`config.mk`:
```
export PLATFORM = sky130hd
export DESIGN_NAME = reo_regs
export DESIGN_NICKNAME = d
export VERILOG_FILES = /design/src/rtl/reo_pkg.sv /design/src/rtl/reo_regs.sv /design/src/rtl/reo_pin_sync.sv /design/src/rtl/reo_rail_gate.sv
export SDC_FILE = /design/constraint.sdc
export NUM_CORES = 1
export LEC_CHECK = 0
export ABC_AREA = 1
export BUFFER_PORTS_ARGS = -buffer_cell sky130_fd_sc_hd__buf_2
export CAP_MARGIN = 10
export CORE_ASPECT_RATIO = 0.7
export CORE_MARGIN = 2
export CORE_UTILIZATION = 40
export CTS_CLUSTER_DIAMETER = 100
export CTS_CLUSTER_SIZE = 14
export DETAILED_ROUTE_END_ITERATION = 8
export GPL_TIMING_DRIVEN = 0
export PLACE_DENSITY_LB_ADDON = 0.25
export SLEW_MARGIN = 20
export SYNTH_ARGS = -nofsm -noshare
export SYNTH_HDL_FRONTEND = slang
export SYNTH_SLANG_ARGS = --single-unit
export TNS_END_PERCENT = 30
```
`constraint.sdc`:
```
create_clock -name pclk -period 1.15 [get_ports pclk]
set_input_delay 0.345 -clock pclk [delete_from_list [all_inputs] [get_ports pclk]]
set_output_delay 0.345 -clock pclk [all_outputs]
set_load 0.02 [all_outputs]
```
`src/rtl/reo_pkg.sv`:
```
// reo_pkg: register map, field positions and reset values for the rail
// enable override bank.
// assumes: imported by reo_regs, its checker and the testbench; apb data is 32 bits wide.
package reo_pkg;

  ////////////////////////////////////////////////////////////////////////////
  // apb byte addresses: offsets are not all multiples of four, so each printed
  // offset is kept as an index and the byte address is four times it
  localparam logic [11:0] REO_IDX_BUCK_CONTROL   = 12'h09C;
  localparam logic [11:0] REO_IDX_RAIL_FORCE_ON  = 12'h09E;
  localparam logic [11:0] REO_IDX_RAIL_KILL_FORCE = 12'h09F;
  localparam logic [11:0] REO_IDX_GENERAL_OUTPUT = 12'h0A1;
  localparam logic [11:0] REO_IDX_RAIL_STATUS    = 12'h0B0;
  localparam int          REO_ADDR_W             = 14;

  ////////////////////////////////////////////////////////////////////////////
  // reset values
  localparam logic [7:0] REO_RST_FORCE_ON    = 8'h00;
  localparam logic [7:0] REO_RST_GEN_OUTPUT  = 8'h20;
  // kill/force reset: switch kills one, term ldo pair per factory variant
  localparam logic [7:0] REO_RST_KILL_FORCE_A = 8'h68;
  localparam logic [7:0] REO_RST_KILL_FORCE_B = 8'h70;
  // buck control: kills one, mode bits zero
  localparam logic [7:0] REO_RST_BUCK_CONTROL = 8'h07;
  localparam logic [7:0] REO_BUCK_CONTROL_RW  = 8'h3F;

  ////////////////////////////////////////////////////////////////////////////
  // field positions
  localparam int REO_FO_LDO_TWO    = 7;
  localparam int REO_FO_SWITCH_A   = 6;
  localparam int REO_FO_BUCK_SIX   = 5;
  localparam int REO_FO_BUCK_FIVE  = 4;
  localparam int REO_FO_BUCK_FOUR  = 3;
  localparam int REO_FO_BUCK_THREE = 2;
  localparam int REO_FO_BUCK_TWO   = 1;
  localparam int REO_FO_BUCK_ONE   = 0;

  localparam int REO_KF_SWITCH_B_KILL = 6;
  localparam int REO_KF_SWITCH_A_KILL = 5;
  localparam int REO_KF_TERM_KILL     = 4;
  localparam int REO_KF_TERM_FORCE    = 3;
  localparam int REO_KF_SWITCH_B_FORCE = 1;
  localparam int REO_KF_LDO_THREE     = 0;

  localparam int REO_GO_LEVEL      = 5;
  localparam int REO_BC_KILL_LSB   = 0;

  // rail index order of the rail status vector and the rail enable outputs
  localparam int REO_NUM_RAILS = 11;
  typedef enum logic [3:0] {
    REO_RAIL_BUCK_ONE   = 4'h0,
    REO_RAIL_BUCK_TWO   = 4'h1,
    REO_RAIL_BUCK_THREE = 4'h2,
    REO_RAIL_BUCK_FOUR  = 4'h3,
    REO_RAIL_BUCK_FIVE  = 4'h4,
    REO_RAIL_BUCK_SIX   = 4'h5,
    REO_RAIL_SWITCH_A   = 4'h6,
    REO_RAIL_LDO_TWO    = 4'h7,
    REO_RAIL_LDO_THREE  = 4'h8,
    REO_RAIL_SWITCH_B   = 4'h9,
    REO_RAIL_TERM_LDO   = 4'hA
  } reo_rail_type;

endpackage

```
`src/rtl/reo_regs.sv`:
```
// reo_regs: apb register bank that forces rails on or kills them, and holds
// the open-drain general output level.
// assumes: apb master on pclk; sequencer enables come from pclk logic;
// enable pins are asynchronous and synchronised here.
//
// Overview of operation
// - Second and third ldo follow the ldo-switch pin when their bit is clear, and turn on whatever the pin when set.
// - Switch A is on when either pin is high if its bit is clear, and on regardless of both pins when set, unless kill bit 5 is zero.
// - Force-on bits 5, 4 and 3 hold bucks six, five and four on irrespective of the sequencer.
// - Force-on bits 2, 1 and 0 hold bucks three, two and one on unless that buck's kill bit is zero.
// - Kill bit 6 of the kill/force register turns switch B off when zero whatever the sequencer requests.
// - Kill bit 5 turns switch A off when zero and beats switch A's force-on bit.
// - Kill bit 4 turns the termination ldo off when zero; its reset value depends on the variant.
// - Bit 3 forces the termination ldo on unless its kill bit is zero, else it follows sequencing.
// - Bit 1 forces switch B on unless its kill bit is zero, else it follows sequencing.
// - The force-on register sits at 9Eh and resets to all zero.
// - The kill/force register sits at 9Fh with switch kills reset to one and a variant term ldo pair.
// - Bit 5 of the register at A1h holds the open-drain output level and the register resets to 20h.
// - Bits 2 to 0 of the buck control register are active-low buck kills that reset to one.
//
// Register access over APB is this design's own decision.
`timescale 1ns/100ps
module reo_regs
  import reo_pkg::*;
#(
  parameter bit TERM_VARIANT_B = 1'b0
)
(
  input  wire logic                  pclk,
  input  wire logic                  presetn,
  input  wire logic                  psel,
  input  wire logic                  penable,
  input  wire logic                  pwrite,
  input  wire logic [REO_ADDR_W-1:0] paddr,
  input  wire logic [31:0]           pwdata,
  input  wire logic [3:0]            pstrb,
  output logic      [31:0]           prdata,
  output logic                       pready,
  output logic                       pslverr,
  input  wire logic                  ldo_switch_enable_pin,
  input  wire logic                  switch_a_enable_pin,
  input  wire logic                  chip_enable_pin,
  input  wire logic [1:0]            sleep_state_pins,
  input  wire logic [5:0]            seq_buck_en,
  input  wire logic                  seq_switch_b_en,
  input  wire logic                  seq_term_ldo_en,
  output logic      [REO_NUM_RAILS-1:0] rail_enable,
  output logic      [2:0]            buck_mode,
  output logic                       gpo_out,
  output logic                       gpo_oe
);

  ////////////////////////////////////////////////////////////////////////////
  // address decode helper, used for both the write and the read path
  function automatic logic hit(input logic [REO_ADDR_W-1:0] a,
                               input logic [11:0] idx);
    hit = (a == {idx, 2'b00});
  endfunction

  logic [7:0] force_on_q;
  logic [7:0] force_on_d;
  logic [7:0] kill_force_q;
  logic [7:0] kill_force_d;
  logic [7:0] gen_output_q;
  logic [7:0] gen_output_d;
  logic [7:0] buck_ctrl_q;
  logic [7:0] buck_ctrl_d;
  logic [31:0] prdata_q;
  logic [31:0] prdata_d;
  logic        pslverr_q;
  logic        pslverr_d;

  logic        access;
  logic        wr_en;
  logic        mapped;
  logic [7:0]  rd_byte;

  // variant choice is a strap-like constant, so it is safe at reset
  localparam logic [7:0] KILL_FORCE_RST = TERM_VARIANT_B
                                        ? REO_RST_KILL_FORCE_B
                                        : REO_RST_KILL_FORCE_A;

  // pin inputs, synchronised before any logic reads them
  logic [4:0]  pins_async;
  logic [4:0]  pins_sync;
  logic        ldo_sw_pin_s;
  logic        sw_a_pin_s;
  logic        chip_en_s;
  logic [1:0]  sleep_s;

  logic [REO_NUM_RAILS-1:0] rail_kill_n;
  logic [REO_NUM_RAILS-1:0] rail_force;
  logic [REO_NUM_RAILS-1:0] rail_normal;

  ////////////////////////////////////////////////////////////////////////////
  // apb access: zero wait states, pslverr on an unmapped address
  assign access = psel & penable;
  assign wr_en  = access & pwrite & pstrb[0];
  assign mapped = hit(paddr, REO_IDX_BUCK_CONTROL)
                | hit(paddr, REO_IDX_RAIL_FORCE_ON)
                | hit(paddr, REO_IDX_RAIL_KILL_FORCE)
                | hit(paddr, REO_IDX_GENERAL_OUTPUT)
                | hit(paddr, REO_IDX_RAIL_STATUS);
  assign pready = 1'b1;

  ////////////////////////////////////////////////////////////////////////////
  // register next values; only byte lane 0 carries data
  always_comb
  begin
    force_on_d   = force_on_q;
    kill_force_d = kill_force_q;
    gen_output_d = gen_output_q;
    buck_ctrl_d  = buck_ctrl_q;
    if (wr_en)
    begin
      if (hit(paddr, REO_IDX_RAIL_FORCE_ON))
        force_on_d = pwdata[7:0];
      else if (hit(paddr, REO_IDX_RAIL_KILL_FORCE))
        kill_force_d = pwdata[7:0];
      else if (hit(paddr, REO_IDX_GENERAL_OUTPUT))
        gen_output_d = pwdata[7:0];
      else if (hit(paddr, REO_IDX_BUCK_CONTROL))
        buck_ctrl_d = pwdata[7:0] & REO_BUCK_CONTROL_RW;
    end
  end

  // reset to a constant per variant: the parameter never changes at run time
  always_ff @(posedge pclk or negedge presetn)
  begin
    if (!presetn)
    begin
      force_on_q   <= REO_RST_FORCE_ON;
      kill_force_q <= KILL_FORCE_RST;
      gen_output_q <= REO_RST_GEN_OUTPUT;
      buck_ctrl_q  <= REO_RST_BUCK_CONTROL;
    end
    else
    begin
      force_on_q   <= force_on_d;
      kill_force_q <= kill_force_d;
      gen_output_q <= gen_output_d;
      buck_ctrl_q  <= buck_ctrl_d;
    end
  end

  ////////////////////////////////////////////////////////////////////////////
  // read mux and error; read data registered so it stands in the access
  // phase that follows the setup cycle
  always_comb
  begin
    rd_byte = 8'h00;
    if (hit(paddr, REO_IDX_RAIL_FORCE_ON))
      rd_byte = force_on_q;
    else if (hit(paddr, REO_IDX_RAIL_KILL_FORCE))
      rd_byte = kill_force_q;
    else if (hit(paddr, REO_IDX_GENERAL_OUTPUT))
      rd_byte = gen_output_q;
    else if (hit(paddr, REO_IDX_BUCK_CONTROL))
      rd_byte = buck_ctrl_q;
    else if (hit(paddr, REO_IDX_RAIL_STATUS))
      rd_byte = rail_enable[7:0];
    prdata_d  = prdata_q;
    pslverr_d = 1'b0;
    if (psel & ~penable)
    begin
      prdata_d  = {24'h000000, rd_byte};
      pslverr_d = ~mapped;
    end
  end

  always_ff @(posedge pclk or negedge presetn)
  begin
    if (!presetn)
    begin
      prdata_q  <= 32'h00000000;
      pslverr_q <= 1'b0;
    end
    else
    begin
      prdata_q  <= prdata_d;
      pslverr_q <= pslverr_d;
    end
  end

  assign prdata  = prdata_q;
  assign pslverr = pslverr_q & access;

  ////////////////////////////////////////////////////////////////////////////
  // enable pins cross into pclk before use
  assign pins_async = {sleep_state_pins, chip_enable_pin,
                       switch_a_enable_pin, ldo_switch_enable_pin};

  reo_pin_sync #(
    .WIDTH    (5)
  ) u_pin_sync (
    .pclk     (pclk),
    .presetn  (presetn),
    .async_in (pins_async),
    .sync_out (pins_sync)
  );

  assign ldo_sw_pin_s = pins_sync[0];
  assign sw_a_pin_s   = pins_sync[1];
  assign chip_en_s    = pins_sync[2];
  assign sleep_s      = pins_sync[4:3];

  ////////////////////////////////////////////////////////////////////////////
  // per-rail kill, force and normal terms
  always_comb
  begin
    rail_kill_n = '1;
    rail_force  = '0;
    rail_normal = '0;
    // bucks one to three: force-on beaten by the buck control kills
    rail_force[REO_RAIL_BUCK_ONE]   = force_on_q[REO_FO_BUCK_ONE];
    rail_force[REO_RAIL_BUCK_TWO]   = force_on_q[REO_FO_BUCK_TWO];
    rail_force[REO_RAIL_BUCK_THREE] = force_on_q[REO_FO_BUCK_THREE];
    rail_kill_n[REO_RAIL_BUCK_ONE]  = buck_ctrl_q[REO_BC_KILL_LSB];
    rail_kill_n[REO_RAIL_BUCK_TWO]  = buck_ctrl_q[REO_BC_KILL_LSB+1];
    rail_kill_n[REO_RAIL_BUCK_THREE] = buck_ctrl_q[REO_BC_KILL_LSB+2];
    // bucks four to six: force-on only
    rail_force[REO_RAIL_BUCK_FOUR] = force_on_q[REO_FO_BUCK_FOUR];
    rail_force[REO_RAIL_BUCK_FIVE] = force_on_q[REO_FO_BUCK_FIVE];
    rail_force[REO_RAIL_BUCK_SIX]  = force_on_q[REO_FO_BUCK_SIX];
    rail_normal[5:0] = seq_buck_en;
    // ldo two and three follow the ldo-switch pin
    rail_force[REO_RAIL_LDO_TWO]   = force_on_q[REO_FO_LDO_TWO];
    rail_force[REO_RAIL_LDO_THREE] = kill_force_q[REO_KF_LDO_THREE];
    rail_normal[REO_RAIL_LDO_TWO]   = ldo_sw_pin_s;
    rail_normal[REO_RAIL_LDO_THREE] = ldo_sw_pin_s;
    // switch a: either pin, force-on, kill
    rail_force[REO_RAIL_SWITCH_A]  = force_on_q[REO_FO_SWITCH_A];
    rail_normal[REO_RAIL_SWITCH_A] = ldo_sw_pin_s | sw_a_pin_s;
    rail_kill_n[REO_RAIL_SWITCH_A] = kill_force_q[REO_KF_SWITCH_A_KILL];
    // switch b and termination ldo: sequencer request, force, kill
    rail_force[REO_RAIL_SWITCH_B]  = kill_force_q[REO_KF_SWITCH_B_FORCE];
    rail_normal[REO_RAIL_SWITCH_B] = seq_switch_b_en;
    rail_kill_n[REO_RAIL_SWITCH_B] = kill_force_q[REO_KF_SWITCH_B_KILL];
    rail_force[REO_RAIL_TERM_LDO]  = kill_force_q[REO_KF_TERM_FORCE];
    rail_normal[REO_RAIL_TERM_LDO] = seq_term_ldo_en;
    rail_kill_n[REO_RAIL_TERM_LDO] = kill_force_q[REO_KF_TERM_KILL];
  end

  // chip enable and sleep pins reach the rails only through the sequencer
  // inputs; they are synchronised here but feed only unused_pins
  logic unused_pins;
  assign unused_pins = chip_en_s ^ sleep_s[0] ^ sleep_s[1];

  reo_rail_gate #(
    .RAILS     (REO_NUM_RAILS)
  ) u_rail_gate (
    .pclk      (pclk),
    .presetn   (presetn),
    .kill_n    (rail_kill_n),
    .force_on  (rail_force),
    .normal_en (rail_normal),
    .rail_en   (rail_enable)
  );

  ////////////////////////////////////////////////////////////////////////////
  // open-drain output: zero pulls low, one releases
  assign gpo_out   = 1'b0;
  assign gpo_oe    = ~gen_output_q[REO_GO_LEVEL];
  assign buck_mode = buck_ctrl_q[5:3];

endmodule

```
`src/rtl/reo_pin_sync.sv`:
```
// reo_pin_sync: two-flop synchroniser for a vector of pin levels.
// assumes: inputs are asynchronous levels; output is read only as a level.
`timescale 1ns/100ps
module reo_pin_sync
#(
  parameter int WIDTH = 1
)
(
  input  wire logic             pclk,
  input  wire logic             presetn,
  input  wire logic [WIDTH-1:0] async_in,
  output logic      [WIDTH-1:0] sync_out
);

  logic [WIDTH-1:0] meta_q;
  logic [WIDTH-1:0] meta_d;
  logic [WIDTH-1:0] sync_q;
  logic [WIDTH-1:0] sync_d;

  // first stage feeds only the second stage
  always_comb
  begin
    meta_d = async_in;
    sync_d = meta_q;
  end

  always_ff @(posedge pclk or negedge presetn)
  begin
    if (!presetn)
    begin
      meta_q <= '0;
      sync_q <= '0;
    end
    else
    begin
      meta_q <= meta_d;
      sync_q <= sync_d;
    end
  end

  assign sync_out = sync_q;

endmodule

```
`src/rtl/reo_rail_gate.sv`:
```
// reo_rail_gate: effective enable of a group of rails from kill, force-on
// and normal request terms, registered per rail.
// assumes: all inputs are already in the pclk domain.
`timescale 1ns/100ps
module reo_rail_gate
#(
  parameter int RAILS = 11
)
(
  input  wire logic             pclk,
  input  wire logic             presetn,
  input  wire logic [RAILS-1:0] kill_n,
  input  wire logic [RAILS-1:0] force_on,
  input  wire logic [RAILS-1:0] normal_en,
  output logic      [RAILS-1:0] rail_en
);

  logic [RAILS-1:0] rail_en_d;
  logic [RAILS-1:0] rail_en_q;

  // a zero kill always wins over force-on and the normal request
  genvar g;
  generate
    for (g = 0; g < RAILS; g++)
    begin : g_rail
      assign rail_en_d[g] = kill_n[g] & (force_on[g] | normal_en[g]);
    end
  endgenerate

  always_ff @(posedge pclk or negedge presetn)
  begin
    if (!presetn)
      rail_en_q <= '0;
    else
      rail_en_q <= rail_en_d;
  end

  assign rail_en = rail_en_q;

endmodule

```
# == After elaboration in Yosys (flattened, before gate mapping) ==
# Index checks and enable logic that the tools add are counted.
# totals
in_bits,68
regBits,54
wordCells,57
out_inout_bits,50
# op_classes
n_bitwise,33
muxes,6
reduce_logical,4
n_eq_ne,5
# op_table
op,n
$eq 14x10->1 const B,5
$mux 8,5
$or 1x1->1,16
$and 1x1->1,11
$not 1->1,6
$reduce_and 5->1,1
$reduce_and 4->1,1
$reduce_and 3->1,1
$reduce_and 2->1,1
$mux 1,1

# == Depth between registers and ports, before layout ==
# depth
word_depth,7
ltp_mapped,11
mapped_depth_nobuf,10

# == Modules after synthesis ==
# From an unflattened synthesis, not the netlist that was laid out.
# hier_totals
cells_unflattened,354
area_unflattened_um2,3051.7
# by_module_without_submodules
mod,seq_area_each_um2,cells_per_inst,area_per_inst_um2,instances
reo_regs,984.7,300,2402.3,1
reo_rail_gate,275.3,44,399.1,1
reo_pin_sync,250.2,10,250.2,1

# == Worst setup path before layout ==
# OpenSTA, ideal clock, no wires.
# synth_path
path_type,input-to-reg
from,input paddr[1]
to,register force_on_q[5]
t_arrival_ns,1.360
slack_ns,-0.331
path_stages,7
setup_time_ns,0.121
path_cell_list,nor2_2 > nand3_1 > nor3_4 > nand2_4 > buf_6 > nand2_1 > o21ai_2
# synth_via
elab_chain_cells,2
# synth_rtl
element,line,text
start: declaration,reo_regs.sv:34,"input wire logic [REO_ADDR_W-1:0] paddr,"
$eq 14x10->1,reo_regs.sv:57,"hit = (a == {idx, 2'b00});"
$reduce_and 2->1 (no line),-,
end signal: assignment,reo_regs.sv:139,force_on_q <= force_on_d;
end: declaration,reo_regs.sv:60,logic [7:0] force_on_q;
# No other way between the ends.
# A chain may end at the register's enable or synchronous reset.

# == Worst setup path after layout ==
# layout_path
from,register gen_output_q[5]
to,output gpo_oe
# layout_via
elab_chain_cells,1
# layout_rtl
element,line,text
start: declaration,reo_regs.sv:64,logic [7:0] gen_output_q;
start signal: assignment,reo_regs.sv:141,gen_output_q <= gen_output_d;
$not 1->1,reo_regs.sv:263,assign gpo_oe = ~gen_output_q[REO_GO_LEVEL];
end: declaration,reo_regs.sv:50,output logic gpo_oe
# No other way between the ends.

==> flow_metrics.env <==
export IMPL_start_kind="register"
export IMPL_cts_tree="yes"
export IMPL_min_path_type="input port to asynchronous set/reset pin"
export IMPL_antenna_found_initial=0
export IMPL_ys_types=29
export IMPL_clk_pin_slew_ns=0.10
export IMPL_cts_root_buffer="clkbuf_8"
export IMPL_reg2reg_slack_ns=-0.06
export IMPL_worstMarginPinSlew_ns=0.679
export IMPL_coreArea_um2=6790
export IMPL_synth_ff_type="dfrtp_1"
export IMPL_n_antenna_cell=0
export IMPL_drt_pass1_iterations=4
export IMPL_power_density_nw_per_um2=891
export IMPL_grt_pass1_vias=2434
export IMPL_required_ns=0.81
export IMPL_numCtsBuffers=5
export IMPL_ys_seq_area_share_pct=48.1
export IMPL_gp_congestion=0.891
export IMPL_setup_slack_ns=-0.211
export IMPL_max_stage_delay_ns=0.55
export IMPL_grt_total_usage_pct=20.6
export IMPL_num_vias=2572
export IMPL_cp_data_arrival_time_ns=1.02
export IMPL_clk_latency_ns=0.32
export IMPL_cts_max_path_buffers=2
export IMPL_power_uw=3750
export IMPL_rr_startpoint="gen_output_q[5]"
export IMPL_status="finished, violations left"
export IMPL_crit_family="flip-flops"
export IMPL_setup_viol=56
export IMPL_hpwl_um=5030
export IMPL_ios=118
export IMPL_die_h_um=74.4
export IMPL_cap_violations=0
export IMPL_post_drt_wl_per_cell_um=14.5
export IMPL_drc=0
export IMPL_cts_sinks=54
export IMPL_path_cells="inv_2 -> buf_6"
export IMPL_cp_num_buf_inv=2
export IMPL_min_period_over_period_pct=118
export IMPL_r2r_end="prdata[5]"
export IMPL_drv_slew=0
export IMPL_synth_cells=329
export IMPL_syn_area_um2=2830
export IMPL_ys_warn_count=0
export IMPL_rsz0062_at_grt="true"
export IMPL_wl_um=7890
export IMPL_layout_nets=518
export IMPL_die_area_um2=7780
export IMPL_tns_ns=-5.00
export IMPL_finalHoldViolations=0
export IMPL_die_w_um=105
export IMPL_p_leak_uw=0.00217
export IMPL_worstPathMaxFanout=2
export IMPL_violations="negative setup slack"
export IMPL_drive_above_1_share_pct=51.2
export IMPL_critPathSlowestCell="dfstp_2"
export IMPL_grt_pass1_wl_um=12200
export IMPL_area_growth_pct=48.7
export IMPL_synth_edf_count=0
export IMPL_end_kind="primary output"
export IMPL_max_freq_ghz=0.735
export IMPL_hold_buffers=0
export IMPL_drt_iter0_drc=250
export IMPL_synthArstFlopShare_pct=100
export IMPL_start_util_pct=41.7
export IMPL_fin_crit_ns=1.36
export IMPL_viasPerCell=4.72
export IMPL_portBuffers=61
export IMPL_final_setup_skew_ns=0.00981
export IMPL_grt_max_degree=55
export IMPL_overflow=0
export IMPL_avgSynthCellArea_um2=8.60
export IMPL_ir_drop_v=0.000646
export IMPL_crit_type="register to primary output"
export IMPL_relSlewSlack_pct=54.8
export IMPL_ant_nets=0
export IMPL_rows=25
export IMPL_h_tree_depth=2
export IMPL_ff2ff_path_depth=8
export IMPL_ys_ff_latch=54
==> cells by family (layout without fill, tap and decap cells) <==
group / Yosys count / in the layout / synth area share (%)
compound gates: 41 / 41 / 9.68
buf+inv: 66 / 163 / 13.5
other cells: 2 / 26 / 0.265
flops: 54 / 54 / 48.1
simple gates: 166 / 167 / 28.5
==> through the flow <==
| step | util, % | hold slack (ns) | worst slack, ns | cell area [um^2] | cells |
|---|---|---|---|---|---|
| 6_report | 62.0 | 0.0593 | -0.211 | 4210 | 545 |
| 5_1_grt | 62.0 | 0.107 | -0.251 | 4210 | 545 |
| 4_1_cts | 58.9 | 0.0851 | -0.211 | 4000 | 540 |
| 3_5_place_dp | 49.9 | 0.336 | -0.729 | 3390 | 508 |
| 3_3_place_gp | 49.9 | 0.333 | -0.748 | 3390 | 508 |
| 2_1_floorplan | - | 0.0494 | -0.270 | 2960 | 353 |
==> area by class of cell <==
type | count | area [um^2]
Clock inverter | 2 | 37.5
Tap cell | 94 | 118
Multi-Input combinational cell | 234 | 1450
Buffer | 34 | 295
Fill cell | 570 | 2580
Timing Repair Buffer | 90 | 751
Clock buffer | 6 | 72.6
Sequential cell | 54 | 1360
Inverter | 31 | 126
==> power breakdown <==
| part | leakage (uW) | switching (uW) | total, uW | internal [uW] |
|---|---|---|---|---|
| Clock | 0.0000514 | 642 | 1290 | 651 |
| Combinational | 0.00142 | 304 | 506 | 203 |
| Sequential | 0.000699 | 18.8 | 1950 | 1930 |
==> registers in the layout, indices dropped and copies added (netlist names) <==
name	count
buck_ctrl_q	6
force_on_q	8
gen_output_q	8
kill_force_q	8
prdata	8
pslverr_q	1
u_pin_sync.meta_q	2
u_pin_sync.sync_out	2
u_rail_gate.rail_en	11
==> worst max path at each step <==
stage	to	from	depth (start not counted)	slack (ns)
final	gpo_oe	gen_output_q[5]	2	-0.21
after floorplan	kill_force_q[0]	paddr[1]	7	-0.27
after detailed placement	prdata[5]	paddr[5]	10	-0.73
after CTS	gpo_oe	gen_output_q[5]	2	-0.21
after global routing	gpo_oe	gen_output_q[5]	2	-0.25
after global placement	prdata[4]	paddr[5]	10	-0.75
==> timing repair <==
item | 4_1_cts | 5_1_grt
setup endpoints to repair | 63 | 63
endpoints found under the hold margin | 0 | 0
pin swaps | 20 | 28
setup buffers | 19 | 6
resized for setup | 75 | 50
gates cloned | 5 | 1
==> layer usage <==
metal	share of wire [%]	wire length (um)	vias to the layer above	GRT usage (%)
met5	0	0	-	0
met4	1.0	82	0	6.91
met3	7.2	570	9	4.91
met2	47	3690	97	33.2
met1	45	3550	1228	27.8
li1	-	-	1238	-
==> cell usage after synthesis (4+ instances only) <==
cell type   n  area, um^2
buf_4      29         218
o21ai_0    12        60.1
nand2_1    78         293
dfrtp_1    47        1180
nand3_1    22         110
nand2_4     4        45.0
o21ai_1     5        25.0
o21ai_2    14         123
dfstp_2     7         184
o21a_1      5        37.5
nand4_1     4        25.0
nand3b_1    4        30.0
or2_2       5        31.3
nor2_1     31         116
nand2_2     6        37.5
inv_1      31         116
a21oi_1     4        20.0
==> cell usage in the layout, fill, tap and decap left out, types with 2 or more instances in the layout <==
| master | n |
|---|---|
| a21oi_1 | 4 |
| buf_12 | 5 |
| buf_2 | 44 |
| buf_4 | 41 |
| buf_6 | 28 |
| buf_8 | 3 |
| clkbuf_8 | 5 |
| conb_1 | 26 |
| dfrtp_1 | 47 |
| dfstp_2 | 7 |
| inv_1 | 24 |
| inv_2 | 5 |
| nand2_1 | 62 |
| nand2_2 | 16 |
| nand2_4 | 9 |
| nand3_1 | 17 |
| nand3_2 | 5 |
| nand3_4 | 2 |
| nand3b_1 | 4 |
| nand4_1 | 4 |
| nor2_1 | 18 |
| nor2_2 | 5 |
| nor2_4 | 14 |
| nor3_4 | 3 |
| o21a_1 | 5 |
| o21ai_1 | 6 |
| o21ai_2 | 25 |
| or2_2 | 5 |
No activity file was read; power rests on OpenSTA's default activity.
